<file path="src/loop_clock_cfg.svh">
/*
 * register offsets, field positions, reset values and timing counts
 * for the loop ratio and status control block.
 * assumes: included by the testbench and by every design file that needs a number.
 */
`ifndef LOOP_CLOCK_CFG_SVH
`define LOOP_CLOCK_CFG_SVH

// register byte addresses on the apb bus
`define MULT_CTRL_ADDR 12'h000
`define STAT_CTRL_ADDR 12'h004
`define IRQ_STATUS_ADDR 12'h008
`define IRQ_MASK_ADDR 12'h00C
`define PROT_CTRL_ADDR 12'h010

// loop_status_control field positions
`define CLOCK_DIVIDE_SELECT_HI 8
`define CLOCK_DIVIDE_SELECT_LO 7
`define FAIL_DIS_BIT 6
`define OSC_GATE_BIT 5
`define MCLK_CLR_BIT 4
`define MCLK_FLAG_BIT 3
`define PWR_DOWN_BIT 2
`define LOCK_DONE_BIT 0

// reset values and multiplier limit
`define MULT_RESET 4'h0
`define CLOCK_DIVIDE_SELECT_RESET 2'h0
`define MULT_MAX 4'hA

// timing
`define LOCK_TIME_NS 2000
`define CLK_PERIOD_NS 40
`define MISS_TIME_NS 800

`endif

</file>
<file path="src/loop_clock_pkg.sv">
/*
 * types shared by the loop ratio and status control block.
 * assumes: nothing beyond the cfg header.
 */
package loop_clock_pkg;
    // processor clock source selection
    typedef enum logic [1:0] {
        SRC_OSC,
        SRC_LOOP,
        SRC_BACKUP
    } clk_source_t;

    // lock sequencer states
    typedef enum logic [1:0] {
        LOCK_IDLE,
        LOCK_WAIT,
        LOCK_SWITCH
    } lock_state_t;
endpackage : loop_clock_pkg

</file>
<file path="src/clock_gap_switch.sv">
/*
 * holds a new source and divide ratio until a quiet boundary so the
 * processor clock enable never produces a shortened pulse.
 * assumes: single ref_clk domain; requests are levels.
 */
`timescale 1ns/1ns
`default_nettype none
`include "loop_clock_cfg.svh"
module clock_gap_switch
    import loop_clock_pkg::*;
(
    input wire logic ref_clk,
    input wire logic sys_rst,
    input wire logic [1:0] req_div,
    input var clk_source_t req_src,
    output var clk_source_t cur_src,
    output logic [1:0] cur_div,
    output logic clk_pulse
);
    logic [1:0] phase;
    logic [1:0] next_phase;
    clk_source_t next_src;
    logic [1:0] next_div;
    logic next_pulse;

    function automatic logic [1:0] last_phase(input logic [1:0] d);
        // divide code to terminal phase: /4,/4,/2,/1
        case (d)
            2'h2: last_phase = 2'h1;
            2'h3: last_phase = 2'h0;
            default: last_phase = 2'h3;
        endcase
    endfunction : last_phase

    // only swap settings at the end of a full output period
    always_comb begin
        next_phase = phase + 2'h1;
        next_src = cur_src;
        next_div = cur_div;
        next_pulse = 1'b0;
        if (phase >= last_phase(cur_div)) begin
            next_phase = 2'h0;
            next_pulse = 1'b1;
            next_src = req_src;
            next_div = req_div;
        end
    end

    always_ff @(posedge ref_clk) begin
        if (sys_rst) begin
            phase <= 2'h0;
            cur_src <= SRC_OSC;
            cur_div <= `CLOCK_DIVIDE_SELECT_RESET;
            clk_pulse <= 1'b0;
        end else begin
            phase <= next_phase;
            cur_src <= next_src;
            cur_div <= next_div;
            clk_pulse <= next_pulse;
        end
    end

    // only the divide-by-one setting may pulse on two edges in a row
    property p_no_short;
        @(posedge ref_clk) disable iff (sys_rst)
        clk_pulse |=> !clk_pulse || $past(cur_div) == 2'h3;
    endproperty
    a_no_short: assert property (p_no_short) else $error("short clock period");
endmodule : clock_gap_switch
`default_nettype wire

</file>
<file path="src/osc_miss_detect.sv">
/*
 * detects a missing oscillator: counts ref cycles without an oscillator tick.
 * assumes: osc_tick is a synchronous one-cycle pulse; clear is a pulse.
 */
`timescale 1ns/1ns
`default_nettype none
`include "loop_clock_cfg.svh"
module osc_miss_detect #(
    parameter int MISS_CYCLES = (`MISS_TIME_NS + `CLK_PERIOD_NS - 1) / `CLK_PERIOD_NS
) (
    input wire logic ref_clk,
    input wire logic hard_rst,
    input wire logic osc_tick,
    input wire logic enable,
    input wire logic clear,
    output logic missing
);
    logic [7:0] count;
    logic [7:0] next_count;
    logic next_missing;

    // count idle cycles, flag once the limit is reached
    always_comb begin
        next_count = count;
        next_missing = missing;
        if (clear) begin
            next_count = 8'h00;
            next_missing = 1'b0;
        end else if (!enable || osc_tick) begin
            next_count = 8'h00;
        end else if (count >= 8'(MISS_CYCLES - 1)) begin
            next_missing = 1'b1;
        end else begin
            next_count = count + 8'h01;
        end
    end

    always_ff @(posedge ref_clk) begin
        if (hard_rst) begin
            count <= 8'h00;
            missing <= 1'b0;
        end else begin
            count <= next_count;
            missing <= next_missing;
        end
    end

    property p_clear_wins;
        @(posedge ref_clk) disable iff (hard_rst)
        clear |=> !missing;
    endproperty
    a_clear_wins: assert property (p_clear_wins) else $error("flag survived clear");
endmodule : osc_miss_detect
`default_nettype wire

</file>
<file path="src/loop_ratio_ctrl.sv">
/*
 * loop ratio and status control: apb registers, lock sequencing,
 * source and divide selection, missing clock status and interrupt.
 * assumes: apb master per protocol; osc_tick synchronous pulse per oscillator edge;
 * loop_locked from the analog loop; resets synchronous to ref_clk.
 */
// Notes on behaviour
// - multiplier zero means bypass; reset value is zero
// - dividers 0/1 give osc times multiplier over 4; 11..15 reserved
// - divide select in bits 8:7, 15-9 reserved; 00 and 01 divide by 4
// - divide select 10 divides processor clock by two
// - divide by one only with loop bypassed or powered down
// - registers reset only by external pin or watchdog reset; here sys_rst resets them too
// - register writes need protected write enable, else ignored; here irq mask and protect register writes need none
// - fail detect disable bit 6, default 0; set blocks backup clock
// - oscillator gate bit 5 blocks clock to loop, oscillator runs
// - watchdog stalls on crystal when gated; software disables it first
// - missing clock clear control at bit 4
// - writing one clears detection; zero no effect; reads zero
// - missing flag bit 3 read only; cleared by clear or pin reset
// - after multiplier write lock done is 0, osc over 2 runs; here only a write while the sequencer idles drops it
// - power down bit 2 keeps loop off; only used in bypass
`timescale 1ns/1ns
`default_nettype none
`include "loop_clock_cfg.svh"
module loop_ratio_ctrl
    import loop_clock_pkg::*;
#(
    parameter int LOCK_CYCLES = `LOCK_TIME_NS / `CLK_PERIOD_NS
) (
    input wire logic ref_clk,
    input wire logic sys_rst,
    input wire logic external_reset_pin,
    input wire logic watchdog_rst,
    input wire logic psel,
    input wire logic penable,
    input wire logic pwrite,
    input wire logic [11:0] paddr,
    input wire logic [31:0] pwdata,
    input wire logic [3:0] pstrb,
    output logic [31:0] prdata,
    output logic pready,
    output logic pslverr,
    input wire logic osc_tick,
    input wire logic loop_locked,
    input wire logic crystal_source,
    output logic oscillator_gate,
    output logic loop_power_down,
    output logic [3:0] loop_mult,
    output logic [1:0] cpu_src,
    output logic [1:0] cpu_div,
    output logic processor_clock_in,
    output logic watchdog_clock_stall,
    output logic irq
);
    ////////////////////////////////////////////////////////////////////
    // register state
    logic [3:0] mult;
    logic [1:0] clock_divide_select;
    logic fail_detect_disable;
    logic gate_bit;
    logic pwr_bit;
    logic lock_done_flag;
    logic protected_write_enable;
    logic [1:0] irq_status;
    logic [1:0] irq_mask;
    logic [3:0] next_mult;
    logic [1:0] next_clock_divide_select;
    logic next_fail_dis;
    logic next_gate;
    logic next_pwr;
    logic next_prot;
    logic [1:0] next_irq_status;
    logic [1:0] next_irq_mask;
    logic [31:0] next_prdata;
    logic next_pready;
    logic next_pslverr;
    logic hard_rst;
    logic wr_access;
    logic rd_access;
    logic clr_pulse;
    logic mult_write;
    logic missing_clock_flag;
    logic miss_prev;
    lock_state_t lock_state;
    lock_state_t next_lock_state;
    logic [15:0] lock_count;
    logic [15:0] next_lock_count;
    logic next_lock_done;
    clk_source_t want_src;
    clk_source_t cur_src;
    logic [1:0] want_div;
    logic [1:0] sw_div;
    logic sw_pulse;
    logic next_irq;

    function automatic logic [15:0] stat_word(input logic [1:0] ds, input logic fd, input logic og,
                                               input logic mf, input logic pd, input logic ld);
        // reserved bits 15-9 and 1 read zero, clear bit 4 reads zero
        stat_word = 16'h0000;
        stat_word[`CLOCK_DIVIDE_SELECT_HI:`CLOCK_DIVIDE_SELECT_LO] = ds;
        stat_word[`FAIL_DIS_BIT] = fd;
        stat_word[`OSC_GATE_BIT] = og;
        stat_word[`MCLK_FLAG_BIT] = mf;
        stat_word[`PWR_DOWN_BIT] = pd;
        stat_word[`LOCK_DONE_BIT] = ld;
    endfunction : stat_word

    // the system, pin or watchdog reset each resets the registers
    assign hard_rst = sys_rst | external_reset_pin | watchdog_rst;
    assign wr_access = psel & penable & pwrite & !pready;
    assign rd_access = psel & penable & !pwrite & !pready;
    assign clr_pulse = wr_access && paddr == `STAT_CTRL_ADDR && protected_write_enable
                       && pstrb[0] && pwdata[`MCLK_CLR_BIT];
    assign mult_write = wr_access && paddr == `MULT_CTRL_ADDR && protected_write_enable && pstrb[0];

    ////////////////////////////////////////////////////////////////////
    // missing oscillator detection; gate bit blocks the ticks
    osc_miss_detect u_miss (
        .ref_clk(ref_clk),
        .hard_rst(hard_rst),
        .osc_tick(osc_tick & !gate_bit),
        .enable(!fail_detect_disable),
        .clear(clr_pulse),
        .missing(missing_clock_flag)
    );

    ////////////////////////////////////////////////////////////////////
    // apb register file; one wait state so reads and writes answer in 2 access cycles
    always_comb begin
        next_mult = mult;
        next_clock_divide_select = clock_divide_select;
        next_fail_dis = fail_detect_disable;
        next_gate = gate_bit;
        next_pwr = pwr_bit;
        next_prot = protected_write_enable;
        next_irq_mask = irq_mask;
        next_irq_status = irq_status;
        next_prdata = prdata;
        next_pready = psel & penable & !pready;
        next_pslverr = 1'b0;
        if (wr_access) begin
            unique case (paddr)
                `MULT_CTRL_ADDR: begin
                    if (protected_write_enable && pstrb[0] && pwdata[3:0] <= `MULT_MAX) begin
                        next_mult = pwdata[3:0];
                    end
                end
                `STAT_CTRL_ADDR: begin
                    if (protected_write_enable) begin
                        if (pstrb[1] && pstrb[0]) begin
                            next_clock_divide_select = pwdata[`CLOCK_DIVIDE_SELECT_HI:`CLOCK_DIVIDE_SELECT_LO];
                        end
                        if (pstrb[0]) begin
                            next_fail_dis = pwdata[`FAIL_DIS_BIT];
                            next_gate = pwdata[`OSC_GATE_BIT];
                            next_pwr = pwdata[`PWR_DOWN_BIT];
                        end
                    end
                end
                `IRQ_MASK_ADDR: if (pstrb[0]) next_irq_mask = pwdata[1:0];
                `PROT_CTRL_ADDR: if (pstrb[0]) next_prot = pwdata[0];
                `IRQ_STATUS_ADDR: ;
                default: next_pslverr = 1'b1;
            endcase
        end
        if (rd_access) begin
            unique case (paddr)
                `MULT_CTRL_ADDR: next_prdata = {28'h0000000, mult};
                `STAT_CTRL_ADDR: next_prdata = {16'h0000, stat_word(clock_divide_select, fail_detect_disable,
                                               gate_bit, missing_clock_flag, pwr_bit, lock_done_flag)};
                `IRQ_STATUS_ADDR: next_prdata = {30'h00000000, irq_status};
                `IRQ_MASK_ADDR: next_prdata = {30'h00000000, irq_mask};
                `PROT_CTRL_ADDR: next_prdata = {31'h00000000, protected_write_enable};
                default: begin
                    next_prdata = 32'h00000000;
                    next_pslverr = 1'b1;
                end
            endcase
            if (paddr == `IRQ_STATUS_ADDR) next_irq_status = 2'h0; // read clears
        end
        // events: bit0 lock achieved, bit1 missing clock; set wins over clear
        if (next_lock_done && !lock_done_flag) next_irq_status[0] = 1'b1;
        if (missing_clock_flag && !miss_prev) next_irq_status[1] = 1'b1;
        next_irq = |(next_irq_status & next_irq_mask);
    end

    always_ff @(posedge ref_clk) begin
        if (hard_rst) begin
            mult <= `MULT_RESET;
            clock_divide_select <= `CLOCK_DIVIDE_SELECT_RESET;
            fail_detect_disable <= 1'b0;
            gate_bit <= 1'b0;
            pwr_bit <= 1'b0;
            protected_write_enable <= 1'b0;
            irq_status <= 2'h0;
            irq_mask <= 2'h0;
            prdata <= 32'h00000000;
            pready <= 1'b0;
            pslverr <= 1'b0;
            miss_prev <= 1'b0;
            irq <= 1'b0;
        end else begin
            mult <= next_mult;
            clock_divide_select <= next_clock_divide_select;
            fail_detect_disable <= next_fail_dis;
            gate_bit <= next_gate;
            pwr_bit <= next_pwr;
            protected_write_enable <= next_prot;
            irq_status <= next_irq_status;
            irq_mask <= next_irq_mask;
            prdata <= next_prdata;
            pready <= next_pready;
            pslverr <= next_pslverr;
            miss_prev <= missing_clock_flag;
            irq <= next_irq;
        end
    end

    ////////////////////////////////////////////////////////////////////
    // lock sequencer: a multiplier write in LOCK_IDLE drops lock and runs osc/2
    always_comb begin
        next_lock_state = lock_state;
        next_lock_count = lock_count;
        next_lock_done = lock_done_flag;
        unique case (lock_state)
            LOCK_IDLE: begin
                if (mult_write) begin
                    next_lock_state = LOCK_WAIT;
                    next_lock_count = 16'h0000;
                    next_lock_done = 1'b0;
                end
            end
            LOCK_WAIT: begin
                if (lock_count < 16'(LOCK_CYCLES)) next_lock_count = lock_count + 16'h0001;
                else if (loop_locked || mult == `MULT_RESET) next_lock_state = LOCK_SWITCH;
            end
            LOCK_SWITCH: begin
                next_lock_state = LOCK_IDLE;
                next_lock_done = 1'b1;
            end
        endcase
    end

    always_ff @(posedge ref_clk) begin
        if (hard_rst) begin
            lock_state <= LOCK_IDLE;
            lock_count <= 16'h0000;
            lock_done_flag <= 1'b1;
        end else begin
            lock_state <= next_lock_state;
            lock_count <= next_lock_count;
            lock_done_flag <= next_lock_done;
        end
    end

    ////////////////////////////////////////////////////////////////////
    // requested source and divide for the processor clock
    always_comb begin
        want_src = (mult == `MULT_RESET) ? SRC_OSC : SRC_LOOP;
        want_div = clock_divide_select;
        if (clock_divide_select == 2'h3 && mult != `MULT_RESET && !pwr_bit) want_div = 2'h2;
        if (!lock_done_flag) begin
            want_src = SRC_OSC;
            want_div = 2'h2;
        end
        if (missing_clock_flag && !fail_detect_disable) want_src = SRC_BACKUP;
    end

    // boundary-aligned switch keeps every pulse full length
    clock_gap_switch u_switch (
        .ref_clk(ref_clk),
        .sys_rst(hard_rst),
        .req_div(want_div),
        .req_src(want_src),
        .cur_src(cur_src),
        .cur_div(sw_div),
        .clk_pulse(sw_pulse)
    );

    // outputs, each registered
    always_ff @(posedge ref_clk) begin
        if (hard_rst) begin
            oscillator_gate <= 1'b0;
            loop_power_down <= 1'b0;
            loop_mult <= 4'h0;
            cpu_src <= 2'h0;
            cpu_div <= 2'h0;
            processor_clock_in <= 1'b0;
            watchdog_clock_stall <= 1'b0;
        end else begin
            oscillator_gate <= gate_bit;
            loop_power_down <= pwr_bit;
            loop_mult <= mult;
            cpu_src <= cur_src;
            cpu_div <= sw_div;
            processor_clock_in <= sw_pulse;
            watchdog_clock_stall <= gate_bit & crystal_source;
        end
    end

    property p_write_guard;
        @(posedge ref_clk) disable iff (hard_rst)
        (wr_access && paddr == `MULT_CTRL_ADDR && !protected_write_enable) |=> $stable(mult);
    endproperty
    a_write_guard: assert property (p_write_guard) else $error("unprotected write took effect");
    property p_lock_drop;
        @(posedge ref_clk) disable iff (hard_rst)
        mult_write && lock_state == LOCK_IDLE |=> !lock_done_flag ##1 want_div == 2'h2;
    endproperty
    a_lock_drop: assert property (p_lock_drop) else $error("lock flag kept after write");
    property p_no_div1_mult;
        @(posedge ref_clk) disable iff (hard_rst)
        (mult != `MULT_RESET && !pwr_bit) |-> want_div != 2'h3;
    endproperty
    a_no_div1_mult: assert property (p_no_div1_mult) else $error("divide by one with loop");
    property p_bypass;
        @(posedge ref_clk) disable iff (hard_rst)
        (mult == `MULT_RESET && !missing_clock_flag) |-> want_src == SRC_OSC;
    endproperty
    a_bypass: assert property (p_bypass) else $error("bypass not honoured");
    property p_no_backup;
        @(posedge ref_clk) disable iff (hard_rst)
        fail_detect_disable |-> want_src != SRC_BACKUP;
    endproperty
    a_no_backup: assert property (p_no_backup) else $error("backup with detect off");
    property p_clear_read;
        @(posedge ref_clk) disable iff (hard_rst)
        (pready && $past(rd_access) && $past(paddr) == `STAT_CTRL_ADDR) |-> !prdata[`MCLK_CLR_BIT];
    endproperty
    a_clear_read: assert property (p_clear_read) else $error("clear bit read as one");
    property p_gate_out;
        @(posedge ref_clk) disable iff (hard_rst)
        gate_bit |=> oscillator_gate;
    endproperty
    a_gate_out: assert property (p_gate_out) else $error("gate not driven");
    property p_div_map;
        @(posedge ref_clk) disable iff (hard_rst)
        (lock_done_flag && clock_divide_select == 2'h2) |-> want_div == 2'h2;
    endproperty
    a_div_map: assert property (p_div_map) else $error("divide two not applied");
endmodule : loop_ratio_ctrl
`default_nettype wire

</file>
<file path="config.mk">
export PLATFORM = sky130hd
export DESIGN_NAME = loop_ratio_ctrl
export DESIGN_NICKNAME = d
export VERILOG_FILES = /design/src/loop_clock_pkg.sv /design/src/clock_gap_switch.sv /design/src/osc_miss_detect.sv /design/src/loop_ratio_ctrl.sv
export VERILOG_INCLUDE_DIRS = /design/src
export SDC_FILE = /design/constraint.sdc
export NUM_CORES = 1
export LEC_CHECK = 0
export BUFFER_PORTS_ARGS = -buffer_cell sky130_fd_sc_hd__buf_2
export CAP_MARGIN = 10
export CELL_PAD_IN_SITES_DETAIL_PLACEMENT = 0
export CELL_PAD_IN_SITES_GLOBAL_PLACEMENT = 1
export CORE_ASPECT_RATIO = 1.4
export CORE_UTILIZATION = 40
export DETAILED_ROUTE_END_ITERATION = 7
export PLACE_DENSITY = 0.91
export SYNTH_ARGS = -nofsm -noshare
export SYNTH_HDL_FRONTEND = slang
export SYNTH_SLANG_ARGS = --single-unit
</file>
<file path="constraint.sdc">
create_clock -name ref_clk -period 4.4 [get_ports ref_clk]
set_clock_uncertainty 0.05 [all_clocks]
set_input_delay 0.44 -clock ref_clk [delete_from_list [all_inputs] [get_ports ref_clk]]
set_output_delay 0.44 -clock ref_clk [all_outputs]
set_load 0.005 [all_outputs]
</file>
==> Word-level counts from Yosys, hierarchy flattened <==
Index checks and enable logic that the tools add are counted.
Widths: inputs -> output; s select.
{ "totals": {"ff_bits": 97, "word_cells": 130} }
{ "classes": {"n_addsub": 3, "n_lt_le_gt_ge": 4, "eq_ne": 13, "muxes": 28, "bitwise_logic": 12, "reduce_logical": 41} }
{ "ops": {"columns": ["cell", "count"], "rows": [
  ["$pmux 9 s5", 1],
  ["$mux 16", 2],
  ["$pmux 16 s2", 1],
  ["$eq 12x4->1 const B", 2],
  ["$mux 2", 11],
  ["$add 16x1->16 const B", 1],
  ["$lt 16x6->1 const B", 1],
  ["$logic_and 1x1->1", 15],
  ["$eq 12x3->1 const B", 1],
  ["$eq 12x5->1 const B", 1],
  ["$logic_not 12->1", 1],
  ["$reduce_and 3->1", 4],
  ["$mux 1", 10],
  ["$add 8x1->8 const B", 1],
  ["$and 1x1->1", 8],
  ["$eq 2x2->1 const B", 4],
  ["$ge 8x5->1 const B", 1],
  ["$ne 2x2->1 const B", 4],
  ["$reduce_and 4->1", 2],
  ["$logic_not 1->1", 7],
  ["$pmux 2 s3", 1],
  ["$reduce_or 2->1", 3],
  ["$reduce_or 5->1", 1],
  ["$le 4x4->1 const B", 1],
  ["15 further kinds", 17]
]} }

==> Logic depth before layout (Yosys ltp) <==
{ "logic_depth": {"depth_word": 12, "ltp_mapped": 7} }

==> By module <==
From an unflattened synthesis, not the netlist that was laid out.
{ "hier_totals": {"cells_unflattened": 344, "area_unflattened_um2": 3244.4} }
{ "modules_own_cells": {"columns": ["module", "instances", "cells_per_inst", "area_per_inst_um2"], "rows": [
  ["loop_ratio_ctrl", 1, 281, 2580.0],
  ["osc_miss_detect", 1, 39, 365.4],
  ["clock_gap_switch", 1, 24, 299.0]
]} }

==> Worst setup path before layout <==
Ideal clock, no wire load.
{ "synth_path": {"path_type": "input to register", "from": "input paddr[3]", "to": "register lock_count[4]", "setup_ns": 0.070, "arrival_time_ns": 1.812, "required_ns": 4.280, "slack_ns": 2.468, "stages": 6, "path_buffers": 1, "cell_sequence": "buf_6 -> and4bb_2 -> and2_1 -> a41oi_4 -> or4_1 -> a21boi_1"} }
{ "synth_via": {"elab_chain_len": 6} }
{ "synth_rtl": {"columns": ["item", "line_no", "source"], "rows": [
  ["start, declared", "loop_ratio_ctrl.sv:38", "input wire logic [11:0] paddr,"],
  ["$logic_not 12->1", null, null],
  ["$logic_and 1x1->1 (no source line)", null, null],
  ["$logic_and 1x1->1 (2 in series)", "loop_ratio_ctrl.sv:115", "assign mult_write = wr_access && paddr == `MULT_CTRL_ADDR && protected_write_enable && pstrb[0];"],
  ["$ne 2x2->1 (no source line)", null, null],
  ["$reduce_and 3->1 (no source line)", null, null],
  ["end signal, assigned", "loop_ratio_ctrl.sv:252", "lock_count <= next_lock_count;"],
  ["end, declared", "loop_ratio_ctrl.sv:87", "logic [15:0] lock_count;"]
]} }
Every way passes these cells.
A chain may end at the register's enable or synchronous reset.

==> Worst setup path after layout <==
{ "layout_path": {"from": "register lock_count[1]", "to": "register lock_count[4]"} }
{ "layout_via": {"elab_chain_len": 3, "word_cells_on_any_way": 6, "classes_between": "add/sub (1); order compare (1); eq/ne (1); mux (2); reduce/logical (1)"} }
{ "layout_rtl": {"columns": ["item", "line_no", "source"], "rows": [
  ["$add 16x1->16 / $lt 16x6->1 (equally long branches)", "loop_ratio_ctrl.sv:235", "if (lock_count < 16'(LOCK_CYCLES)) next_lock_count = lock_count + 16'h0001;"],
  ["$mux 16 / $ne 2x2->1 (equally long branches)", null, null],
  ["$pmux 16 s2 / $reduce_and 3->1 (equally long branches)", null, null]
]} }
Several ways; a longest one is shown, not always the timed one. The select of a mux whose other input is x is not followed.

==> metrics.md <==
| Metric | Value |
|---|---|
| Area growth from synthesis to layout | 14.4% |
| Power density over the cells | 343 mW/mm^2 |
| Clock share of power | 0.421 |
| Worst setup path endpoint | lock_count[4] |
| Placed cell areas | 0.00339 sq mm |
| Outcome | complete, no violations |
| Ys async rst share | 0 |
| Pins Over Slew Limit | 0 |
| Die X | 76.8 microns |
| Antenna diode count | 0 |
| Via count | 2481 |
| Hold WC Path Type | in2reg |
| Top cells by count, synth | dfxtp_1, nor2_1, and2_1 |
| Initial antenna violation count | 0 |
| Number of global-route vias before repair | roughly 2400 |
| DR DRC count | 0 |
| Setup crit start | lock_count[1] |
| Die ar. | 0.00820 sq mm |
| Setup_tns | 0 ps |
| IO buf count | 55 |
| TritonCTS Buffers | 9 |
| Post-CTS Resized | 0 |
| Clk sinks | 73 |
| Vias per cell | 4.98 |
| CTS Hold Bufs | 0 |
| Synth Cell Area | around 0.0031 sq mm |
| Pin count of the biggest net entering global routing | 29 |
| Gpl congestion | 0.812 |
| Non-filler instance count after layout | 498 |
| DRT met1 WL | ~2.6 mm |
| Internal power | roughly 0.00094 W |
| RSZ-0062 raised after global routing | false |
| Critical-path cell list | o311ai_0 > and4_1 > nor2b_1 > or4_1 > a21boi_1 |
| CP Class | reg2reg |
| Clock Path Buffers | 2 |
| Crit path DAT | 2210 ps |
| Top cell type's share of synthesized area | 0.466 |
| Total GRT Usage | 0.167 |
| Routed wire length | between 6 and 7 mm |
| Root buffer cell | clkbuf_8 |
| Minimum clock period | between 1500 and 2000 ps |
| Final #Nets | between 400 and 500 |
| Sw Pwr | between 0.0002 and 0.0003 W |
| Drt initial violations | around 150 |
| Die span in y | 107 microns |
| Top-count cell post-synth | dfxtp_1 |
| Leading area contributor after synthesis | dfxtp_1 |
| Estimated wirelength of the detail-placed design | 4.67 mm |
| Worst Path Max Fanout | 7 |
| Row count | 37 |
| Fmax | just over 0.5 GHz |
| Sequential area share after synthesis | 0.466 |
| Sequential power share | 0.539 |
| Max cap viols | 0 |
| Slowest CP cell | or4_1 |
| TritonCTS clock tree | built |
| Syn avg cell area | slightly above 9 sq um |
| Combinational power share | 0.040 |
| Placed cells | 482 |
| Final Hold Viols | 0 |
| Core ar. | 0.00745 sq mm |
| Post-route ant nets | 0 |
| Slew @ Worst Pin | between 1000 and 1500 ps |
| Share of layout cells above drive strength 1 | 0.195 |
| First-pass GRT wire length | roughly 11 mm |
| Worst skew pair latency | 350 ps |
| Total congestion overflow | 0 |
| Setup violations, final | 0 |
| Sw frac | 0.233 |
| Setup bufs post-CTS | 0 |
| Synth cell types | 45 |
| DR WL/cell | around 13 microns |
| R2R setup slack | between 2000 and 2500 ps |
| Pre-antenna DRT Iters | 4 |
| Mapped Cells | 343 |
| Synth Flop Type | dfxtp_1 |
| Met2 WL | roughly 3.2 mm |
| Reg2Reg Depth | 5 |
| Synthesis Warnings | 0 |
| Crit. End Element | flip-flop |
| Crit path launch type | flip-flop |
| Initial Utilization | 0.421 |
| Worst reg2reg endpoint | lock_count[4] |
| Cell area after layout | approximately 0.0036 sq mm |
| Synthesized flop and latch total | 73 |
| Required time of the critical path | between 4000 and 5000 ps |
| DR top layer | met4 |
| Synth top area cells | dfxtp_1, buf_4, and2_1 |
| Period utilisation layout | 0.450 |
| H-tree lvl count | 3 |
| Crit-path max cell delay | 480 ps |
| EDFF count, synth | 0 |
| Reg clk slew, reported paths | around 70 ps |
| Max-Slew Margin vs Limit | 0.314 |
| Cell leakage power | 1.45 nW |
| Reg2reg start | lock_count[1] |
| Number of top-level pins | between 100 and 150 |
| Max VDD drop | about 0.00018 V |
| Metal3 WL | about 230 microns |
## worst min path at each step
stage | from | to | slack [ps] | cells after the start
after floorplan | u_switch.clk_pulse | processor_clock_in | 360 | 1
after global routing | crystal_source | watchdog_clock_stall | 280 | 2
final | pwdata[5] | gate_bit | 290 | 3
after detailed placement | u_switch.clk_pulse | processor_clock_in | 370 | 1
after global placement | u_switch.clk_pulse | processor_clock_in | 360 | 1
after CTS | pwdata[5] | gate_bit | 270 | 3
## through the flow
stage,hold slack [ps],power [W],worst slack [ps],utilization
2_1_floorplan,356,0.000719,2470,-
3_3_place_gp,358,0.000726,2100,0.455
3_5_place_dp,370,0.000726,2050,0.455
4_1_cts,275,0.00124,2410,0.481
5_1_grt,285,0.00128,2220,0.481
6_report,287,0.00123,2420,0.481
## cell families after synthesis
logic type | after synthesis | synth area share
compound gates | 50 | 0.107
xor+xnor | 4 | 0.0112
fa+ha+maj | 7 | 0.0279
buf+inv | 44 | 0.0850
flops | 73 | 0.466
mux | 14 | 0.0459
other cells | 1 | 0.00120
simple gates | 150 | 0.255
## power by group through the flow
stage	Sequential, W	Combinational (W)	Clock, W
after detailed placement	0.000678	0.0000488	0
after global routing	0.000662	0.0000552	0.000562
after CTS	0.000662	0.0000489	0.000528
final	0.000662	0.0000494	0.000518
after floorplan	0.000677	0.0000411	0
after global placement	0.000678	0.0000482	0
## per-layer routing
metal / global-route usage / up-vias
met3: 0.0349 / 15
met2: 0.295 / 56
met4: 0.107 / 0
met1: 0.181 / 1166
met5: 0 / -
li1: - / 1244
## worst max-delay path: cells and delay by family, from the launching register on
family             cells  cell delay (ps)
DFF                    1              340
and+or+nand+nor        3              940
AOI/OAI and AO/OA      2              590
## state kept, by name, summed over array words and instances, names as in the netlist, 2 cells and up, named ones only
| signal | count |
|---|---|
| clock_divide_select | 2 |
| cpu_div | 2 |
| cpu_src | 2 |
| irq_mask | 2 |
| irq_status | 2 |
| lock_count | 16 |
| lock_state | 2 |
| loop_mult | 4 |
| mult | 4 |
| prdata | 8 |
| u_miss.count | 8 |
| u_switch.cur_div | 2 |
| u_switch.cur_src | 2 |
| u_switch.phase | 2 |
## cell type report
| type | count | area, sq um |
|---|---|---|
| Tap cell | 97 | 121 |
| Inverter | 7 | 26.3 |
| Multi-Input combinational cell | 249 | 1500 |
| Timing Repair Buffer | 56 | 283 |
| Fill cell | 737 | 3870 |
| Sequential cell | 73 | 1460 |
| Clock buffer | 10 | 128 |
| Clock inverter | 6 | 67.6 |
## cell usage in the layout (no fill, tap or decap), drive strengths merged, types with 3 or more instances in the layout
cell,n
dfxtp,73
buf,56
nor2,37
and2,27
conb,24
a21oi,20
nand2,19
nand3,13
mux2i,11
nor3,10
clkbuf,10
nand2b,9
inv,8
nor4,8
ha,7
o21ai,6
and3,6
nor2b,5
a22oi,5
or3,3
nand4,3
o31ai,3
mux2,3
o22ai,3
a21boi,3
Power figures use the tool's default switching activity.
